`src/pkg/fifo_flag_pkg.sv`:
```
// constants, types and helpers shared by the flag offset configuration logic
package fifo_flag_pkg;

    // ------------------------------------------------------------
    // sizes
    // ------------------------------------------------------------
    localparam int OFFSET_W   = 9;
    localparam int COUNT_W    = 10;
    localparam int DATA_W     = 72;
    localparam int SEL_W      = 3;
    localparam int NUM_PRESET = 8;
    localparam logic [COUNT_W-1:0] DEPTH      = 10'h200;
    localparam logic [COUNT_W-1:0] COUNT_ZERO = 10'h000;
    localparam logic [COUNT_W-1:0] COUNT_ONE  = 10'h001;

    // ------------------------------------------------------------
    // preset offset pairs, indexed by {load select, select 1, select 0}
    // ------------------------------------------------------------
    localparam logic [OFFSET_W-1:0] PRESET_0 = 9'h07F;
    localparam logic [OFFSET_W-1:0] PRESET_1 = 9'h007;
    localparam logic [OFFSET_W-1:0] PRESET_2 = 9'h00F;
    localparam logic [OFFSET_W-1:0] PRESET_3 = 9'h01F;
    localparam logic [OFFSET_W-1:0] PRESET_4 = 9'h03F;
    localparam logic [OFFSET_W-1:0] PRESET_5 = 9'h0FF;
    localparam logic [OFFSET_W-1:0] PRESET_6 = 9'h1FF;
    localparam logic [OFFSET_W-1:0] PRESET_7 = 9'h003;

    // control sequencing
    typedef enum logic [1:0]
    {
        ST_RESET = 2'b01,
        ST_RUN   = 2'b10
    } ctl_state_e;

    function automatic logic [OFFSET_W-1:0] preset_offset(input logic [SEL_W-1:0] idx);
        logic [OFFSET_W-1:0] v;
        v = PRESET_0;
        case (idx)
            3'h0:    v = PRESET_0;
            3'h1:    v = PRESET_1;
            3'h2:    v = PRESET_2;
            3'h3:    v = PRESET_3;
            3'h4:    v = PRESET_4;
            3'h5:    v = PRESET_5;
            3'h6:    v = PRESET_6;
            3'h7:    v = PRESET_7;
            default: v = PRESET_0;
        endcase
        return v;
    endfunction

endpackage

```
`src/pkg/offset_prog_if.sv`:
```
// carrier between the flag controller and its offset register store
`timescale 1ns/1ps
interface offset_prog_if;
    logic                                   load_default;
    logic [fifo_flag_pkg::SEL_W-1:0]        default_idx;
    logic                                   serial_mode;
    logic                                   run;
    logic                                   parallel_write;
    logic                                   parallel_sel_full;
    logic [fifo_flag_pkg::OFFSET_W-1:0]     parallel_data;
    logic                                   serial_shift;
    logic                                   serial_bit;
    logic [fifo_flag_pkg::OFFSET_W-1:0]     empty_off;
    logic [fifo_flag_pkg::OFFSET_W-1:0]     full_off;

    modport ctl
    (
        output load_default, default_idx, serial_mode, run,
        output parallel_write, parallel_sel_full, parallel_data, serial_shift, serial_bit,
        input  empty_off, full_off
    );
    modport regs
    (
        input  load_default, default_idx, serial_mode, run,
        input  parallel_write, parallel_sel_full, parallel_data, serial_shift, serial_bit,
        output empty_off, full_off
    );
endinterface

```
`src/hw/fifo_flag_offset_config.sv`:
```
// almost-empty / almost-full flag controller with strap-selected offsets and timing
//
// Functional notes
// - the block holds an empty offset and a full offset and offers eight preset pairs chosen during master reset.
// - load select high during master reset enables serial loading of the offsets.
// - load select low during master reset enables parallel loading of the offsets.
// - master reset also loads the preset pair picked by load select and the two default-select inputs.
// - both offsets can be read back on the parallel data output in either loading method.
// - there is no serial readback of the offsets.
// - offsets may be loaded and reloaded at any time from the second clock after master reset is released.
// - timing select high during master reset gives synchronous flags, low gives asynchronous flags.
// - in synchronous timing the almost-full flag changes only on write-clock edges.
// - in synchronous timing the almost-empty flag changes only on read-clock edges.
// - in asynchronous timing almost-full falls on a write edge and rises on a read edge.
// - in asynchronous timing almost-empty falls on a read edge and rises on a write edge.
`timescale 1ns/1ps
module fifo_flag_offset_config
(
    // clock and reset
    input  wire logic                                   clock,
    input  wire logic                                   rst,
    // straps, sampled while master reset is low
    input  wire logic                                   master_reset_n,
    input  wire logic                                   offset_load_select_n,
    input  wire logic                                   default_offset_select_0,
    input  wire logic                                   default_offset_select_1,
    input  wire logic                                   flag_timing_select,
    // fifo port edges, one-cycle pulses
    input  wire logic                                   write_edge,
    input  wire logic                                   write_enable,
    input  wire logic                                   read_edge,
    input  wire logic                                   read_enable,
    // offset programming
    input  wire logic                                   parallel_write,
    input  wire logic                                   parallel_sel_full,
    input  wire logic [fifo_flag_pkg::OFFSET_W-1:0]     parallel_data,
    input  wire logic                                   serial_shift,
    input  wire logic                                   serial_bit,
    input  wire logic                                   offset_read,
    input  wire logic                                   offset_read_sel_full,
    // flags and readback
    output logic                                        almost_empty_flag_n,
    output logic                                        almost_full_flag_n,
    output logic [fifo_flag_pkg::DATA_W-1:0]            data_output_bus,
    output logic                                        serial_load_mode,
    output logic                                        async_flag_timing
);

    offset_prog_if prog ();

    fifo_flag_pkg::ctl_state_e              state_r;
    fifo_flag_pkg::ctl_state_e              state_nxt;
    logic                                   serial_r;
    logic                                   serial_nxt;
    logic                                   async_r;
    logic                                   async_nxt;
    logic [fifo_flag_pkg::COUNT_W-1:0]      count_r;
    logic [fifo_flag_pkg::COUNT_W-1:0]      count_nxt;
    logic                                   ae_r;
    logic                                   ae_nxt;
    logic                                   af_r;
    logic                                   af_nxt;
    logic [fifo_flag_pkg::DATA_W-1:0]       dout_r;
    logic [fifo_flag_pkg::DATA_W-1:0]       dout_nxt;
    logic                                   push;
    logic                                   pop;
    logic                                   near_empty;
    logic                                   near_full;
    logic                                   running;

    // ------------------------------------------------------------
    // offset store hookup
    // ------------------------------------------------------------
    assign running                = (state_r == fifo_flag_pkg::ST_RUN) && master_reset_n;
    assign prog.load_default      = !master_reset_n;
    assign prog.default_idx       = {offset_load_select_n, default_offset_select_1, default_offset_select_0};
    assign prog.serial_mode       = serial_r;
    assign prog.run               = running;
    assign prog.parallel_write    = parallel_write;
    assign prog.parallel_sel_full = parallel_sel_full;
    assign prog.parallel_data     = parallel_data;
    assign prog.serial_shift      = serial_shift;
    assign prog.serial_bit        = serial_bit;

    offset_regs u_offset_regs
    (
        .clock (clock),
        .rst   (rst),
        .prog  (prog)
    );

    // ------------------------------------------------------------
    // occupancy and thresholds
    // ------------------------------------------------------------
    assign push = write_edge && write_enable && (count_r != fifo_flag_pkg::DEPTH);
    assign pop  = read_edge && read_enable && (count_r != fifo_flag_pkg::COUNT_ZERO);

    // thresholds look at the post-edge count, so the flag matches the word just moved
    assign near_empty = (count_nxt <= {1'b0, prog.empty_off});
    assign near_full  = (count_nxt >= (fifo_flag_pkg::DEPTH - {1'b0, prog.full_off}));

    // ------------------------------------------------------------
    // next values
    // ------------------------------------------------------------
    always_comb
    begin
        state_nxt  = state_r;
        serial_nxt = serial_r;
        async_nxt  = async_r;
        count_nxt  = count_r;
        ae_nxt     = ae_r;
        af_nxt     = af_r;
        dout_nxt   = dout_r;
        if (push && !pop)
            count_nxt = count_r + fifo_flag_pkg::COUNT_ONE;
        else if (pop && !push)
            count_nxt = count_r - fifo_flag_pkg::COUNT_ONE;
        if (!master_reset_n)
        begin
            state_nxt  = fifo_flag_pkg::ST_RESET;
            serial_nxt = offset_load_select_n;
            async_nxt  = !flag_timing_select;
            count_nxt  = fifo_flag_pkg::COUNT_ZERO;
            ae_nxt     = 1'b0;
            af_nxt     = 1'b1;
        end
        else
        begin
            case (state_r)
                fifo_flag_pkg::ST_RESET:
                begin
                    state_nxt = fifo_flag_pkg::ST_RUN;
                    count_nxt = fifo_flag_pkg::COUNT_ZERO;
                end
                fifo_flag_pkg::ST_RUN:
                begin
                    if (!async_r)
                    begin
                        if (write_edge)
                            af_nxt = !near_full;
                        if (read_edge)
                            ae_nxt = !near_empty;
                    end
                    else
                    begin
                        if (write_edge && near_full)
                            af_nxt = 1'b0;
                        else if (read_edge && !near_full)
                            af_nxt = 1'b1;
                        if (read_edge && near_empty)
                            ae_nxt = 1'b0;
                        else if (write_edge && !near_empty)
                            ae_nxt = 1'b1;
                    end
                    // readback is parallel only, no serial path out
                    if (offset_read)
                    begin
                        if (offset_read_sel_full)
                            dout_nxt = {{(fifo_flag_pkg::DATA_W-fifo_flag_pkg::OFFSET_W){1'b0}},
                                        prog.full_off};
                        else
                            dout_nxt = {{(fifo_flag_pkg::DATA_W-fifo_flag_pkg::OFFSET_W){1'b0}},
                                        prog.empty_off};
                    end
                end
                default:
                begin
                    state_nxt = fifo_flag_pkg::ST_RESET;
                end
            endcase
        end
    end

    always_ff @(posedge clock or posedge rst)
    begin
        if (rst)
        begin
            state_r  <= fifo_flag_pkg::ST_RESET;
            serial_r <= 1'b0;
            async_r  <= 1'b0;
            count_r  <= fifo_flag_pkg::COUNT_ZERO;
            ae_r     <= 1'b0;
            af_r     <= 1'b1;
            dout_r   <= '0;
        end
        else
        begin
            state_r  <= state_nxt;
            serial_r <= serial_nxt;
            async_r  <= async_nxt;
            count_r  <= count_nxt;
            ae_r     <= ae_nxt;
            af_r     <= af_nxt;
            dout_r   <= dout_nxt;
        end
    end

    assign almost_empty_flag_n = ae_r;
    assign almost_full_flag_n  = af_r;
    assign data_output_bus     = dout_r;
    assign serial_load_mode    = serial_r;
    assign async_flag_timing   = async_r;

    // ------------------------------------------------------------
    // checks
    // ------------------------------------------------------------
    strap_load_mode_a: assert property (@(posedge clock) disable iff (rst)
        !master_reset_n |=> (serial_load_mode == $past(offset_load_select_n)))
        else $error("load method not taken from strap");

    strap_timing_a: assert property (@(posedge clock) disable iff (rst)
        !master_reset_n |=> (async_flag_timing == !$past(flag_timing_select)))
        else $error("flag timing not taken from strap");

    sync_full_hold_a: assert property (@(posedge clock) disable iff (rst)
        (running && !async_r && !write_edge) |=> $stable(almost_full_flag_n))
        else $error("sync almost-full moved without a write edge");

    sync_empty_hold_a: assert property (@(posedge clock) disable iff (rst)
        (running && !async_r && !read_edge) |=> $stable(almost_empty_flag_n))
        else $error("sync almost-empty moved without a read edge");

    async_full_fall_a: assert property (@(posedge clock) disable iff (rst)
        (running && async_r && !write_edge) |=> !$fell(almost_full_flag_n))
        else $error("async almost-full fell without a write edge");

    async_full_rise_a: assert property (@(posedge clock) disable iff (rst)
        (running && async_r && !read_edge) |=> !$rose(almost_full_flag_n))
        else $error("async almost-full rose without a read edge");

    async_empty_fall_a: assert property (@(posedge clock) disable iff (rst)
        (running && async_r && !read_edge) |=> !$fell(almost_empty_flag_n))
        else $error("async almost-empty fell without a read edge");

    async_empty_rise_a: assert property (@(posedge clock) disable iff (rst)
        (running && async_r && !write_edge) |=> !$rose(almost_empty_flag_n))
        else $error("async almost-empty rose without a write edge");

    readback_empty_a: assert property (@(posedge clock) disable iff (rst)
        (running && offset_read && !offset_read_sel_full)
        |=> (data_output_bus[fifo_flag_pkg::OFFSET_W-1:0] == $past(prog.empty_off)))
        else $error("empty offset readback wrong");

    readback_full_a: assert property (@(posedge clock) disable iff (rst)
        (running && offset_read && offset_read_sel_full)
        |=> (data_output_bus[fifo_flag_pkg::OFFSET_W-1:0] == $past(prog.full_off)))
        else $error("full offset readback wrong");

endmodule

```
`src/hw/offset_regs.sv`:
```
// almost-empty and almost-full offset registers with preset, serial and parallel load
`timescale 1ns/1ps
module offset_regs
(
    // clock and reset
    input wire logic         clock,
    input wire logic         rst,
    // controller side
    offset_prog_if.regs      prog
);

    logic [fifo_flag_pkg::OFFSET_W-1:0] empty_r;
    logic [fifo_flag_pkg::OFFSET_W-1:0] empty_nxt;
    logic [fifo_flag_pkg::OFFSET_W-1:0] full_r;
    logic [fifo_flag_pkg::OFFSET_W-1:0] full_nxt;

    // ------------------------------------------------------------
    // next values
    // ------------------------------------------------------------
    always_comb
    begin
        empty_nxt = empty_r;
        full_nxt  = full_r;
        if (prog.load_default)
        begin
            empty_nxt = fifo_flag_pkg::preset_offset(prog.default_idx);
            full_nxt  = fifo_flag_pkg::preset_offset(prog.default_idx);
        end
        else if (prog.run && prog.serial_mode && prog.serial_shift)
        begin
            // one chain: empty offset first, msb first, spilling into the full offset
            {empty_nxt, full_nxt} = {empty_r[fifo_flag_pkg::OFFSET_W-2:0], full_r, prog.serial_bit};
        end
        else if (prog.run && !prog.serial_mode && prog.parallel_write)
        begin
            if (prog.parallel_sel_full)
                full_nxt = prog.parallel_data;
            else
                empty_nxt = prog.parallel_data;
        end
    end

    always_ff @(posedge clock or posedge rst)
    begin
        if (rst)
        begin
            empty_r <= fifo_flag_pkg::PRESET_0;
            full_r  <= fifo_flag_pkg::PRESET_0;
        end
        else
        begin
            empty_r <= empty_nxt;
            full_r  <= full_nxt;
        end
    end

    assign prog.empty_off = empty_r;
    assign prog.full_off  = full_r;

    // ------------------------------------------------------------
    // checks
    // ------------------------------------------------------------
    preset_load_a: assert property (@(posedge clock) disable iff (rst)
        prog.load_default |=> (empty_r == fifo_flag_pkg::preset_offset($past(prog.default_idx)))
                              && (full_r == fifo_flag_pkg::preset_offset($past(prog.default_idx))))
        else $error("preset offset pair not loaded");

    serial_ignores_par_a: assert property (@(posedge clock) disable iff (rst)
        (prog.serial_mode && !prog.serial_shift && !prog.load_default) |=> $stable(full_r) && $stable(empty_r))
        else $error("offset changed in serial mode without a shift");

    par_ignores_ser_a: assert property (@(posedge clock) disable iff (rst)
        (!prog.serial_mode && !prog.parallel_write && !prog.load_default) |=> $stable(full_r) && $stable(empty_r))
        else $error("offset changed in parallel mode without a write");

endmodule

```
`config.mk`:
```
export PLATFORM = sky130hd
export DESIGN_NAME = fifo_flag_offset_config
export DESIGN_NICKNAME = d
export VERILOG_FILES = /design/src/pkg/fifo_flag_pkg.sv /design/src/pkg/offset_prog_if.sv /design/src/hw/fifo_flag_offset_config.sv /design/src/hw/offset_regs.sv
export SDC_FILE = /design/constraint.sdc
export NUM_CORES = 1
export LEC_CHECK = 0
export ABC_AREA = 1
export BUFFER_PORTS_ARGS = -buffer_cell sky130_fd_sc_hd__buf_4
export CAP_MARGIN = 20
export CORE_AREA = 2 2 101 103
export DETAILED_ROUTE_END_ITERATION = 8
export DIE_AREA = 0 0 103 105
export PLACE_DENSITY_LB_ADDON = 0.08
export SETUP_SLACK_MARGIN = 0.1
export SLEW_MARGIN = 10
export SYNTH_ARGS = -nofsm -noshare
export SYNTH_HDL_FRONTEND = slang
export SYNTH_SLANG_ARGS = --single-unit
```
`constraint.sdc`:
```
create_clock -name clock -period 3.15 [get_ports clock]
set_clock_uncertainty 0.2 [all_clocks]
set_input_delay 0.1575 -clock clock [delete_from_list [all_inputs] [get_ports clock]]
set_output_delay 0.1575 -clock clock [all_outputs]
set_load 0.005 [all_outputs]
```
==> results of run 1 <==
-- sequential cells by signal, indices dropped and copies added, names as in the netlist --
name and flops:
count_r 10, data_output_bus 9, u_offset_regs.prog.empty_off 9, u_offset_regs.prog.full_off 9, state_r 2, almost_empty_flag_n 1
almost_full_flag_n 1, async_flag_timing 1, serial_load_mode 1
-- report_power, final --
part           switching, W  total (W)  leakage (nW)  internal (W)
registers         0.0000619   0.000728         0.506      0.000666
clock network      0.000217   0.000397        0.0474      0.000179
logic              0.000400   0.000710          1.68      0.000310
-- layer usage --
layer,global-route usage,part of all wire,vias to the layer above
li1,-,-,1632
met1,0.2285,0.45,1519
met2,0.3029,0.51,60
met3,0.02207,0.029,6
met4,0.03665,0.0091,0
met5,0,0,-
-- worst paths after layout --
check	startpoint	end	cells after the start
max in group asynchronous	rst	async_flag_timing$_DFFE_PP0N_	4
min reg2reg	almost_empty_flag_n$_DFFE_PP0P_	almost_empty_flag_n$_DFFE_PP0P_	2
max reg2reg	count_r[5]$_DFF_PP0_	almost_empty_flag_n$_DFFE_PP0P_	24
min in group asynchronous	rst	count_r[3]$_DFF_PP0_	4
max	count_r[5]$_DFF_PP0_	almost_empty_flag_n$_DFFE_PP0P_	24
min	parallel_data[3]	u_offset_regs.prog.full_off[3]$_DFFE_PP1P_	5
-- cells in the mapped netlist (3+ instances only) --
library cell                n  area [µm²]
sky130_fd_sc_hd__nand4_1    3       18.77
sky130_fd_sc_hd__clkbuf_1   7       26.28
sky130_fd_sc_hd__nand2_1   79       296.5
sky130_fd_sc_hd__o21ai_1    3       15.01
sky130_fd_sc_hd__dfstp_2   16       420.4
sky130_fd_sc_hd__nor2_2     4       25.02
sky130_fd_sc_hd__o211ai_1   5       37.54
sky130_fd_sc_hd__dfrtp_1   27       675.7
sky130_fd_sc_hd__buf_4     63       473.0
sky130_fd_sc_hd__nand3_1   19       95.09
sky130_fd_sc_hd__a21oi_1   31       155.2
sky130_fd_sc_hd__buf_2      3       15.01
sky130_fd_sc_hd__xor2_1     8       70.07
sky130_fd_sc_hd__o21ai_0   47       235.2
sky130_fd_sc_hd__o31ai_1    3       22.52
sky130_fd_sc_hd__a31oi_1   16       100.1
sky130_fd_sc_hd__nand2_2    4       25.02
sky130_fd_sc_hd__nor3_1     6       30.03
sky130_fd_sc_hd__inv_1     58       217.7
sky130_fd_sc_hd__ha_1      27       337.8
sky130_fd_sc_hd__nor2_1    45       168.9
-- stage by stage --
step	total power, W	setup WS (ns)
6_report	0.001835	-0.1589
5_1_grt	0.001970	-0.4485
4_1_cts	0.001783	-0.1367
3_5_place_dp	0.001346	-0.2528
3_3_place_gp	0.001338	-0.1788
2_1_floorplan	0.001148	0.06825
-- repair_timing --
action	CTS	global route
setup endpoints to repair	2	2
hold buffers	6	0
gates resized for setup	20	39
pin swaps	15	26
buffers inserted	5	3
endpoints found under the hold margin	33	0
-- final cells by class --
| class | instances | share of cell area |
|---|---|---|
| Inverter | 60 | 0.05156 |
| Multi-Input combinational cell | 377 | 0.5099 |
| Sequential cell | 43 | 0.2454 |
| Timing Repair Buffer | 77 | 0.1337 |
| Clock buffer | 6 | 0.01849 |
| Clock inverter | 2 | 0.003642 |
| Tap cell | 133 | 0.03727 |
-- worst max-delay path, delay by kind of cell, from the launching register on --
family                   cells  cell delay [ns]
buffers and inverters        1             0.17
flip-flops                   1             0.41
adder cells (fa/ha/maj)      1             0.25
AO/OA/AOI/OAI                7             0.96
AND/OR/NAND/NOR             15             1.25
-- cell families after synthesis --
family                   after synthesis  share of synthesized area
adder cells (fa/ha/maj)               27                    0.09365
AO/OA/AOI/OAI                        113                     0.1773
XOR/XNOR                               8                    0.01942
flip-flops                            43                     0.3038
buffers and inverters                134                     0.2064
other                                  1                   0.001040
AND/OR/NAND/NOR                      166                     0.1984
==> qor.log, run 1 <==
INFO  yosys          seq_area_frac_synth=0.3039
INFO  worst_setup_path slowest_stage=sky130_fd_sc_hd__dfrtp_1
INFO  sta            worst_hold_slack=0.0005177ns
INFO  placement      dp_hpwl=7044µm
INFO  die            starting_density_of_the_core=0.3742
INFO  yosys          yosysWarnings=0
INFO  yosys          ys_async_sr_fraction=1.000
INFO  die            dieWidth=103µm
INFO  cts            clock_insertion_delay_worst_skew=0.31ns
INFO  layout         commonest_cells_after_routing_fill_and_taps_aside=sky130_fd_sc_hd__nand2_1, sky130_fd_sc_hd__buf_4, sky130_fd_sc_hd__conb_1, sky130_fd_sc_hd__inv_1, sky130_fd_sc_hd__nor2_1
INFO  sta            slew_violations=0
INFO  cts            tritoncts=yes
INFO  detailed_routing remaining_drc_errors=0
INFO  pwr            power-per-cell-area=410.9nW/µm²
INFO  placement      port_bufs=38
INFO  yosys          synth_area=3607µm²
INFO  global_routing grt_overflow_total=0
INFO  worst_setup_path cp.required=3.20ns
INFO  worst_setup_path cp_data_arrival_time=3.36ns
INFO  layout         nFillCells=1022
INFO  layout         stdcell_area=4466µm²
INFO  yosys          yosys.cell_types.count=36
INFO  pwr            p_leak=2.235nW
INFO  sta            fin_setup_tns=-0.2757ns
INFO  cts            clock_tree.htree_level_count=2
INFO  yosys          synthesis.area_per_instance=7.332µm²
INFO  worst_setup_path cp_slowest_stage_delay=0.41ns
INFO  sta            slew-limit-headroom=0.4961
INFO  layout         multiInputGateArea=2277µm²
INFO  sta            finalSetupViolCount=2
INFO  detailed_routing route.detailed.vias_per_inst=4.609
INFO  layout         areaGrowthSynthToFinish=23.79%
INFO  die            die_h=105µm
INFO  layout         regArea=1096µm²
INFO  worst_setup_path endpoint_kind=flop
INFO  detailed_routing antenna_left=0
INFO  detailed_routing wirelength=9254µm
INFO  run            max_cap_viol_count=0
INFO  sta            timing.final.crit_share=1.050
INFO  cts            cts.path.max_buffers=2
INFO  worst_hold_path worst_hold_path_type=in -> reg
INFO  layout         finalNonFillerCells=698
INFO  global_routing groute.usage.overall=0.1743
INFO  sta            setup_ws=-0.1589ns
INFO  die            pin_count=102
INFO  run_status     failing_checks=setup timing
INFO  yosys          dominantRegCellSynth=sky130_fd_sc_hd__dfrtp_1
INFO  yosys          synthesis.instances=492
INFO  layout         post_route_cells_drive_above_1_share=0.2761
INFO  placement      total_placed_instance_area=3984µm²
INFO  worst_setup_path worstPathCellList=nor2_4 -> nand2_2 -> nor2_4 -> a21oi_4 -> nor2_4 -> buf_4 -> o21ai_0 -> nand2_2 -> o21ai_2 -> a21oi_4 -> ha_4 -> a21oi_1 -> o21ai_2 -> o21ai_2 -> nand2_1 -> nand2_1 -> nand2_1 -> nand2_2 -> nand2_1 -> nand2_1 -> nand3_2 -> nand2_1 -> nand2_1 -> nand2_1
INFO  worst_setup_path start_kind=flop
INFO  worst_setup_path path_class=reg -> reg
INFO  detailed_routing routed_length_per_instance=13.26µm
INFO  worst_setup_path minimum_setup_slack_among_reg_to_reg_paths=-0.16ns
INFO  yosys          synth-edff-count=0
INFO  detailed_routing vias_after_detailed_routing=3217
INFO  die            floorplan.core_area=9639µm²
INFO  sta            unrepaired_setup_endpoints_after_global_routing=yes
INFO  cts            cts.reportedPaths.clkPinSlew=0.09ns
INFO  yosys          synth_seq_cells=43
INFO  layout         post-route-util=0.4633
INFO  placement      place_inst=676
INFO  pwr            vdd_drop_max=217.3µV
INFO  die            row_count=36
INFO  detailed_routing first_iter_violations=114
INFO  sta            tightestPinTransition=0.7558ns
INFO  worst_setup_path critical_path.max_fanout=7
INFO  layout         antenna_cells=0
INFO  global_routing grt_start_max_net_pins=44
INFO  layout         finalNetCount=617
INFO  global_routing number_of_antenna_violations_at_the_first_check_in_global_routing=0
INFO  placement      gp_congestion=0.8561
INFO  die            floorplan.die_area=10820µm²
INFO  sta            layout_min_cycle_time=3.309ns
INFO  sta            final_hold_viol_count=0
INFO  cts            cts_inserted_buffers=5
INFO  detailed_routing firstDrtPassIters=4
INFO  cts            clock_sink_count=43
INFO  worst_setup_path crit_path_frequent_cell=sky130_fd_sc_hd__nand2_1
INFO  global_routing grt_pass1_vias=3101
INFO  run_status     status=finished, violations left
INFO  sta            max_clock_freq=302.2MHz
INFO  global_routing grt_first_pass_wirelength=14900µm
INFO  cts            cts_root_buf=sky130_fd_sc_hd__clkbuf_8
INFO  layout         final_common_cell=sky130_fd_sc_hd__nand2_1
Power figures use the tool's default switching activity.
==> inputs of run 2 (changes only) <==
--- a/config.mk
+++ b/config.mk
@@ -6,7 +6,7 @@
 export NUM_CORES = 1
 export LEC_CHECK = 0
 export ABC_AREA = 1
-export BUFFER_PORTS_ARGS = -buffer_cell sky130_fd_sc_hd__buf_4
+export BUFFER_PORTS_ARGS = -buffer_cell sky130_fd_sc_hd__buf_2
 export CAP_MARGIN = 20
 export CORE_AREA = 2 2 101 103
 export DETAILED_ROUTE_END_ITERATION = 8
==> qor.log, run 2 (synthesis results as in run 1) <==
INFO  placement      dp_hpwl=7143µm
INFO  layout         nFillCells=1032
INFO  pwr            p_leak=2.214nW
INFO  worst_setup_path rr_worst_depth=28
INFO  layout         finalNonFillerCells=702
INFO  cts            cts_inserted_buffers=5
INFO  placement      place_inst=679
INFO  layout         areaGrowthSynthToFinish=19.04%
INFO  global_routing grt_first_pass_wirelength=14690µm
INFO  sta            slew_violations=0
INFO  detailed_routing firstDrtPassIters=4
INFO  run_status     status=finished, violations left
INFO  placement      gp_congestion=0.7940
INFO  layout         final_common_cell=sky130_fd_sc_hd__nand2_1
INFO  sta            tightestPinTransition=0.5909ns
INFO  detailed_routing first_iter_violations=82
INFO  cts            clock_sink_count=43
INFO  die            pin_count=102
INFO  sta            slew-limit-headroom=0.6051
INFO  worst_setup_path critical_path.max_fanout=4
INFO  global_routing grt_start_max_net_pins=29
INFO  sta            setup_ws=-0.2125ns
INFO  worst_setup_path crit-reg2reg-launch=count_r[1]$_DFF_PP0_
INFO  layout         antenna_cells=0
INFO  worst_setup_path path_class=reg -> reg
INFO  sta            unrepaired_setup_endpoints_after_global_routing=yes
INFO  layout         post_route_cells_drive_above_1_share=0.2636
INFO  die            floorplan.die_area=10820µm²
INFO  die            dieWidth=103µm
INFO  worst_setup_path slowest_stage=sky130_fd_sc_hd__dfrtp_1
INFO  global_routing met1_global_route_usage=0.2306
INFO  worst_setup_path worstReg2RegEnd=almost_empty_flag_n$_DFFE_PP0P_
INFO  global_routing busiest_layer=met2
INFO  layout         commonest_cells_after_routing_fill_and_taps_aside=sky130_fd_sc_hd__nand2_1, sky130_fd_sc_hd__conb_1, sky130_fd_sc_hd__inv_1, sky130_fd_sc_hd__nor2_1
INFO  die            starting_density_of_the_core=0.3742
INFO  cts            tritoncts=yes
INFO  global_routing number_of_antenna_violations_at_the_first_check_in_global_routing=0
INFO  detailed_routing vias_after_detailed_routing=3285
INFO  worst_hold_path worst_hold_path_type=in -> reg
INFO  run            max_cap_viol_count=0
INFO  detailed_routing routed_length_per_instance=13.15µm
INFO  placement      total_placed_instance_area=3911µm²
INFO  layout         largest-register=count_r
INFO  worst_setup_path cp.required=3.15ns
INFO  sta            final_hold_viol_count=0
INFO  cts            cts_root_buf=sky130_fd_sc_hd__clkbuf_8
INFO  global_routing gr-usage-met2=0.2913
INFO  cts            clock_insertion_delay_worst_skew=0.30ns
INFO  cts            cts.reportedPaths.clkPinSlew=0.09ns
INFO  detailed_routing wirelength=9230µm
INFO  worst_hold_path hold-path-endpoint=u_offset_regs.prog.empty_off[5]$_DFFE_PP1P_
INFO  sta            layout_min_cycle_time=3.363ns
INFO  worst_hold_path holdCritStartpoint=parallel_data[5]
INFO  global_routing global_route.usage.met3=0.02809
INFO  global_routing grt_pass1_vias=3035
INFO  placement      port_bufs=38
INFO  sta            max_clock_freq=297.4MHz
INFO  detailed_routing antenna_left=0
INFO  run_status     failing_checks=setup timing
INFO  cts            cts.path.max_buffers=2
INFO  detailed_routing remaining_drc_errors=0
INFO  detailed_routing route.detailed.vias_per_inst=4.679
INFO  layout         largest_reg_flops=10
INFO  sta            timing.final.crit_share=1.067
INFO  layout         finalNetCount=621
INFO  global_routing grt_overflow_total=0
INFO  pwr            vdd_drop_max=244.2µV
INFO  die            floorplan.core_area=9639µm²
INFO  global_routing groute.usage.overall=0.1738
INFO  layout         stdcell_area=4294µm²
INFO  worst_setup_path crit_path_frequent_cell=sky130_fd_sc_hd__nand2_1
INFO  worst_setup_path start_kind=flop
INFO  worst_setup_path endpoint_kind=flop
INFO  pwr            power-per-cell-area=405.2nW/µm²
INFO  die            row_count=36
INFO  die            die_h=105µm
INFO  worst_hold_path hold_depth=5
INFO  worst_setup_path minimum_setup_slack_among_reg_to_reg_paths=-0.21ns
INFO  cts            clock_tree.htree_level_count=2
INFO  worst_setup_path cp_slowest_stage_delay=0.39ns
INFO  worst_setup_path cp_data_arrival_time=3.36ns
INFO  sta            finalSetupViolCount=2
run 2: worst max path at each step:
stage / startpoint / endpoint / slack, ns
after floorplan: count_r[0]$_DFF_PP0_ / almost_empty_flag_n$_DFFE_PP0P_ / 0.07
after global placement: count_r[5]$_DFF_PP0_ / almost_empty_flag_n$_DFFE_PP0P_ / -0.16
after detailed placement: count_r[1]$_DFF_PP0_ / almost_empty_flag_n$_DFFE_PP0P_ / -0.25
after CTS: count_r[5]$_DFF_PP0_ / almost_empty_flag_n$_DFFE_PP0P_ / -0.11
after global routing: count_r[1]$_DFF_PP0_ / almost_empty_flag_n$_DFFE_PP0P_ / -0.48
final: count_r[1]$_DFF_PP0_ / almost_empty_flag_n$_DFFE_PP0P_ / -0.21
run 2: timing repair:
action	CTS	global route
endpoints found under the hold margin	19	0
gates resized for setup	17	25
hold buffers	6	0
pin swaps	13	29
setup buffers	3	5
endpoints found under the setup margin	2	2
run 2: routing by layer:
layer,vias to the layer above,wire (µm)
met4,0,171
met1,1534,4024
met3,19,333
li1,1645,-
met2,87,4701
met5,-,0
run 2: final cells by class:
cell class              count  area [µm²]  area share
well taps                 133       166.4     0.03875
multi-input cells         377        2181      0.5079
repair buffers             81       535.5      0.1247
inverters                  60       230.2     0.05361
clock inverters             2       12.51    0.002914
clock buffers               6       72.57     0.01690
flip-flops and latches     43        1096      0.2552
run 2: worst max-delay path, delay by kind of cell (launching register included):
kind	cells	cell delay (ns)
AOI/OAI and AO/OA	5	0.65
buffers and inverters	4	0.40
DFF	1	0.39
and+or+nand+nor	17	1.19
adders and majority gates	2	0.43
run 2: stage by stage:
stage	hold WS (ns)	TNS [ns]	power [W]	utilization	setup slack, ns
after detailed placement	0.1258	-0.4366	0.001313	0.4058	-0.2494
after floorplan	0.05395	0	0.001148	-	0.06825
after global placement	0.1180	-0.2728	0.001305	0.4058	-0.1585
final	0.01047	-0.4101	0.001740	0.4455	-0.2125
after CTS	0.001062	-0.1423	0.001708	0.4291	-0.1051
after global routing	0.03702	-0.9021	0.001879	0.4455	-0.4803
run 2: power by group:
part | internal (W) | total, W | switching, W
combinational | 0.000266 | 0.000654 | 0.000388
clock | 0.000155 | 0.000362 | 0.000207
sequential | 0.000666 | 0.000724 | 0.0000583
==> inputs of run 3 (changes only) <==
--- a/config.mk
+++ b/config.mk
@@ -8,9 +8,11 @@
 export ABC_AREA = 1
 export BUFFER_PORTS_ARGS = -buffer_cell sky130_fd_sc_hd__buf_2
 export CAP_MARGIN = 20
-export CORE_AREA = 2 2 101 103
+export CELL_PAD_IN_SITES_DETAIL_PLACEMENT = 1
+export CELL_PAD_IN_SITES_GLOBAL_PLACEMENT = 2
+export CORE_AREA = 2 2 121 123
 export DETAILED_ROUTE_END_ITERATION = 8
-export DIE_AREA = 0 0 103 105
+export DIE_AREA = 0 0 123 125
 export PLACE_DENSITY_LB_ADDON = 0.08
 export SETUP_SLACK_MARGIN = 0.1
 export SLEW_MARGIN = 10
==> qor.log, run 3 (synthesis results as in run 1) <==
INFO  run_status     status=finished, violations left
INFO  run_status     failing_checks=setup timing
INFO  cts            cts_root_buf=sky130_fd_sc_hd__clkbuf_16
INFO  global_routing groute.usage.overall=0.1523
INFO  layout         largest-register=count_r
INFO  detailed_routing routed_length_per_instance=14.98µm
INFO  sta            tightestPinTransition=0.6211ns
INFO  placement      port_bufs=38
INFO  sta            fin_setup_tns=-0.3895ns
INFO  global_routing number_of_antenna_violations_at_the_first_check_in_global_routing=0
INFO  layout         post_route_cells_drive_above_1_share=0.2622
INFO  worst_setup_path cp_slowest_stage_delay=0.39ns
INFO  detailed_routing wirelength=11320µm
INFO  cts            clock_tree.htree_level_count=2
INFO  global_routing met1_global_route_usage=0.1919
INFO  pwr            vdd_drop_max=205.2µV
INFO  sta            setup_ws=-0.2100ns
INFO  sta            max_clock_freq=297.6MHz
INFO  layout         post-route-util=0.3150
INFO  sta            timing.final.crit_share=1.067
INFO  detailed_routing firstDrtPassIters=4
INFO  die            floorplan.die_area=15380µm²
INFO  worst_setup_path slowest_stage=sky130_fd_sc_hd__dfrtp_1
INFO  layout         commonest_cells_after_routing_fill_and_taps_aside=sky130_fd_sc_hd__nand2_1, sky130_fd_sc_hd__conb_1, sky130_fd_sc_hd__inv_1, sky130_fd_sc_hd__nor2_1, sky130_fd_sc_hd__buf_4
INFO  pwr            p_leak=2.254nW
INFO  worst_setup_path crit_path_frequent_cell=sky130_fd_sc_hd__nand2_4
INFO  worst_setup_path path_delay_family=simple AND/OR/NAND/NOR gates
INFO  layout         areaGrowthSynthToFinish=24.04%
INFO  sta            finalSetupViolCount=2
INFO  worst_hold_path worst_hold_path_type=in -> reg
INFO  cts            clock_sink_count=43
INFO  sta            unrepaired_setup_endpoints_after_global_routing=yes
INFO  die            starting_density_of_the_core=0.2540
INFO  sta            final_hold_viol_count=0
INFO  cts            cts.path.max_buffers=2
INFO  layout         finalNetCount=624
INFO  cts            cts_inserted_buffers=5
INFO  global_routing grt_first_pass_wirelength=18000µm
INFO  pwr            power-per-cell-area=436.4nW/µm²
INFO  global_routing grt_pass1_vias=3439
INFO  worst_setup_path start_kind=flop
INFO  worst_setup_path worstPathCellList=inv_2 -> ha_4 -> nand2_4 -> nor2_4 -> nand2_2 -> nand2_4 -> nand2_4 -> inv_4 -> nand3_4 -> o21ai_4 -> o211ai_1 -> o21ai_2 -> a21oi_4 -> ha_4 -> nand2_2 -> nor4_4 -> nand3_1 -> nand3_2 -> nand2_1 -> o211ai_1 -> a21oi_1 -> a31oi_1
INFO  sta            slew-limit-headroom=0.5859
INFO  detailed_routing first_iter_violations=78
INFO  worst_setup_path cp.required=3.17ns
INFO  sta            slew_violations=0
INFO  placement      dp_hpwl=8813µm
INFO  worst_setup_path path_class=reg -> reg
INFO  detailed_routing route.detailed.vias_per_inst=4.358
INFO  layout         final_common_cell=sky130_fd_sc_hd__nand2_1
INFO  worst_setup_path cp_data_arrival_time=3.38ns
INFO  detailed_routing vias_after_detailed_routing=3295
INFO  global_routing busiest_layer=met2
INFO  sta            layout_min_cycle_time=3.360ns
INFO  layout         largest_reg_flops=10
INFO  cts            clock_insertion_delay_worst_skew=0.29ns
INFO  sta            worst_hold_slack=0.01890ns
INFO  die            pin_count=102
INFO  global_routing grt_start_max_net_pins=44
INFO  cts            tritoncts=yes
INFO  global_routing global_route.usage.met3=0.01870
INFO  layout         nFillCells=1800
INFO  global_routing gr-usage-met2=0.2697
INFO  die            die_h=125µm
INFO  die            dieWidth=123µm
INFO  worst_setup_path critPathBufInv=2
INFO  detailed_routing remaining_drc_errors=0
INFO  worst_setup_path endpoint_kind=flop
INFO  placement      gp_congestion=0.7569
INFO  worst_setup_path critical_path.max_fanout=4
INFO  cts            cts.reportedPaths.clkPinSlew=0.07ns
INFO  global_routing grt_overflow_total=0
INFO  layout         antenna_cells=0
INFO  die            row_count=44
INFO  run            max_cap_viol_count=0
INFO  detailed_routing antenna_left=0
INFO  die            floorplan.core_area=14200µm²
[run 3: repair_timing]
action,4_1_cts,5_1_grt
gates cloned,0,0
resized for setup,34,11
hold buffers,4,0
hold endpoints to repair,29,0
buffers inserted,9,2
pin swaps,25,14
endpoints found under the setup margin,2,2
[run 3: path summary, 6_finish.rpt]
kind | start | endpoint | slack (ns) | depth (start not counted)
setup / recovery | count_r[0]$_DFF_PP0_ | almost_full_flag_n$_DFFE_PP1P_ | -0.21 | 22
hold / removal | parallel_data[3] | u_offset_regs.prog.full_off[3]$_DFFE_PP1P_ | 0.02 | 5
setup reg to reg | count_r[0]$_DFF_PP0_ | almost_full_flag_n$_DFFE_PP1P_ | -0.21 | 22
hold reg to reg | almost_empty_flag_n$_DFFE_PP0P_ | almost_empty_flag_n$_DFFE_PP0P_ | 0.27 | 2
max in group asynchronous | rst | async_flag_timing$_DFFE_PP0N_ | 1.96 | 4
min in group asynchronous | rst | count_r[3]$_DFF_PP0_ | 0.37 | 4
[run 3: power by group]
group | leakage, nW | internal [W] | switching [W] | total [W]
clock network | 0.0669 | 0.000294 | 0.000238 | 0.000531
logic | 1.68 | 0.000280 | 0.000414 | 0.000695
registers | 0.506 | 0.000667 | 0.0000599 | 0.000727
total | 2.25 | 0.00124 | 0.000712 | 0.00195
[run 3: per-stage QoR]
stage / cell area (µm²) / power (W) / std cells / setup WS [ns]
after floorplan: 3864 / 0.001148 / 554 / 0.06825
after global placement: 4005 / 0.001338 / 734 / -0.2831
after detailed placement: 4005 / 0.001348 / 734 / -0.4239
after CTS: 4408 / 0.001972 / 754 / -0.1803
after global routing: 4474 / 0.002111 / 756 / -0.4874
final: 4474 / 0.001953 / 756 / -0.2100
[run 3: worst register-to-register path, cell delays in order, from the launching register on]
cell	delay, ns
sky130_fd_sc_hd__dfrtp_1	0.39
sky130_fd_sc_hd__inv_2	0.08
sky130_fd_sc_hd__ha_4	0.14
sky130_fd_sc_hd__nand2_4	0.05
sky130_fd_sc_hd__nor2_4	0.14
sky130_fd_sc_hd__nand2_2	0.09
sky130_fd_sc_hd__nand2_4	0.10
sky130_fd_sc_hd__nand2_4	0.06
sky130_fd_sc_hd__inv_4	0.08
sky130_fd_sc_hd__nand3_4	0.09
sky130_fd_sc_hd__o21ai_4	0.20
sky130_fd_sc_hd__o211ai_1	0.16
sky130_fd_sc_hd__o21ai_2	0.19
sky130_fd_sc_hd__a21oi_4	0.06
sky130_fd_sc_hd__ha_4	0.28
sky130_fd_sc_hd__nand2_2	0.07
sky130_fd_sc_hd__nor4_4	0.27
sky130_fd_sc_hd__nand3_1	0.12
sky130_fd_sc_hd__nand3_2	0.11
sky130_fd_sc_hd__nand2_1	0.05
sky130_fd_sc_hd__o211ai_1	0.11
sky130_fd_sc_hd__a21oi_1	0.10
sky130_fd_sc_hd__a31oi_1	0.15
[run 3: metal layers]
layer	wire length, µm	vias up
li1	-	1653
met1	4943	1577
met2	5916	57
met3	308	8
met4	154	0
met5	0	-
[run 3: final cells by class]
cell class,count,area [µm²],share of cell area
clock buffers,6,128.9,0.02880
clock inverters,2,12.51,0.002796
multi-input cells,377,2227,0.4978
well taps,184,230.2,0.05145
inverters,60,230.2,0.05145
repair buffers,84,549.3,0.1228
flip-flops and latches,43,1096,0.2450
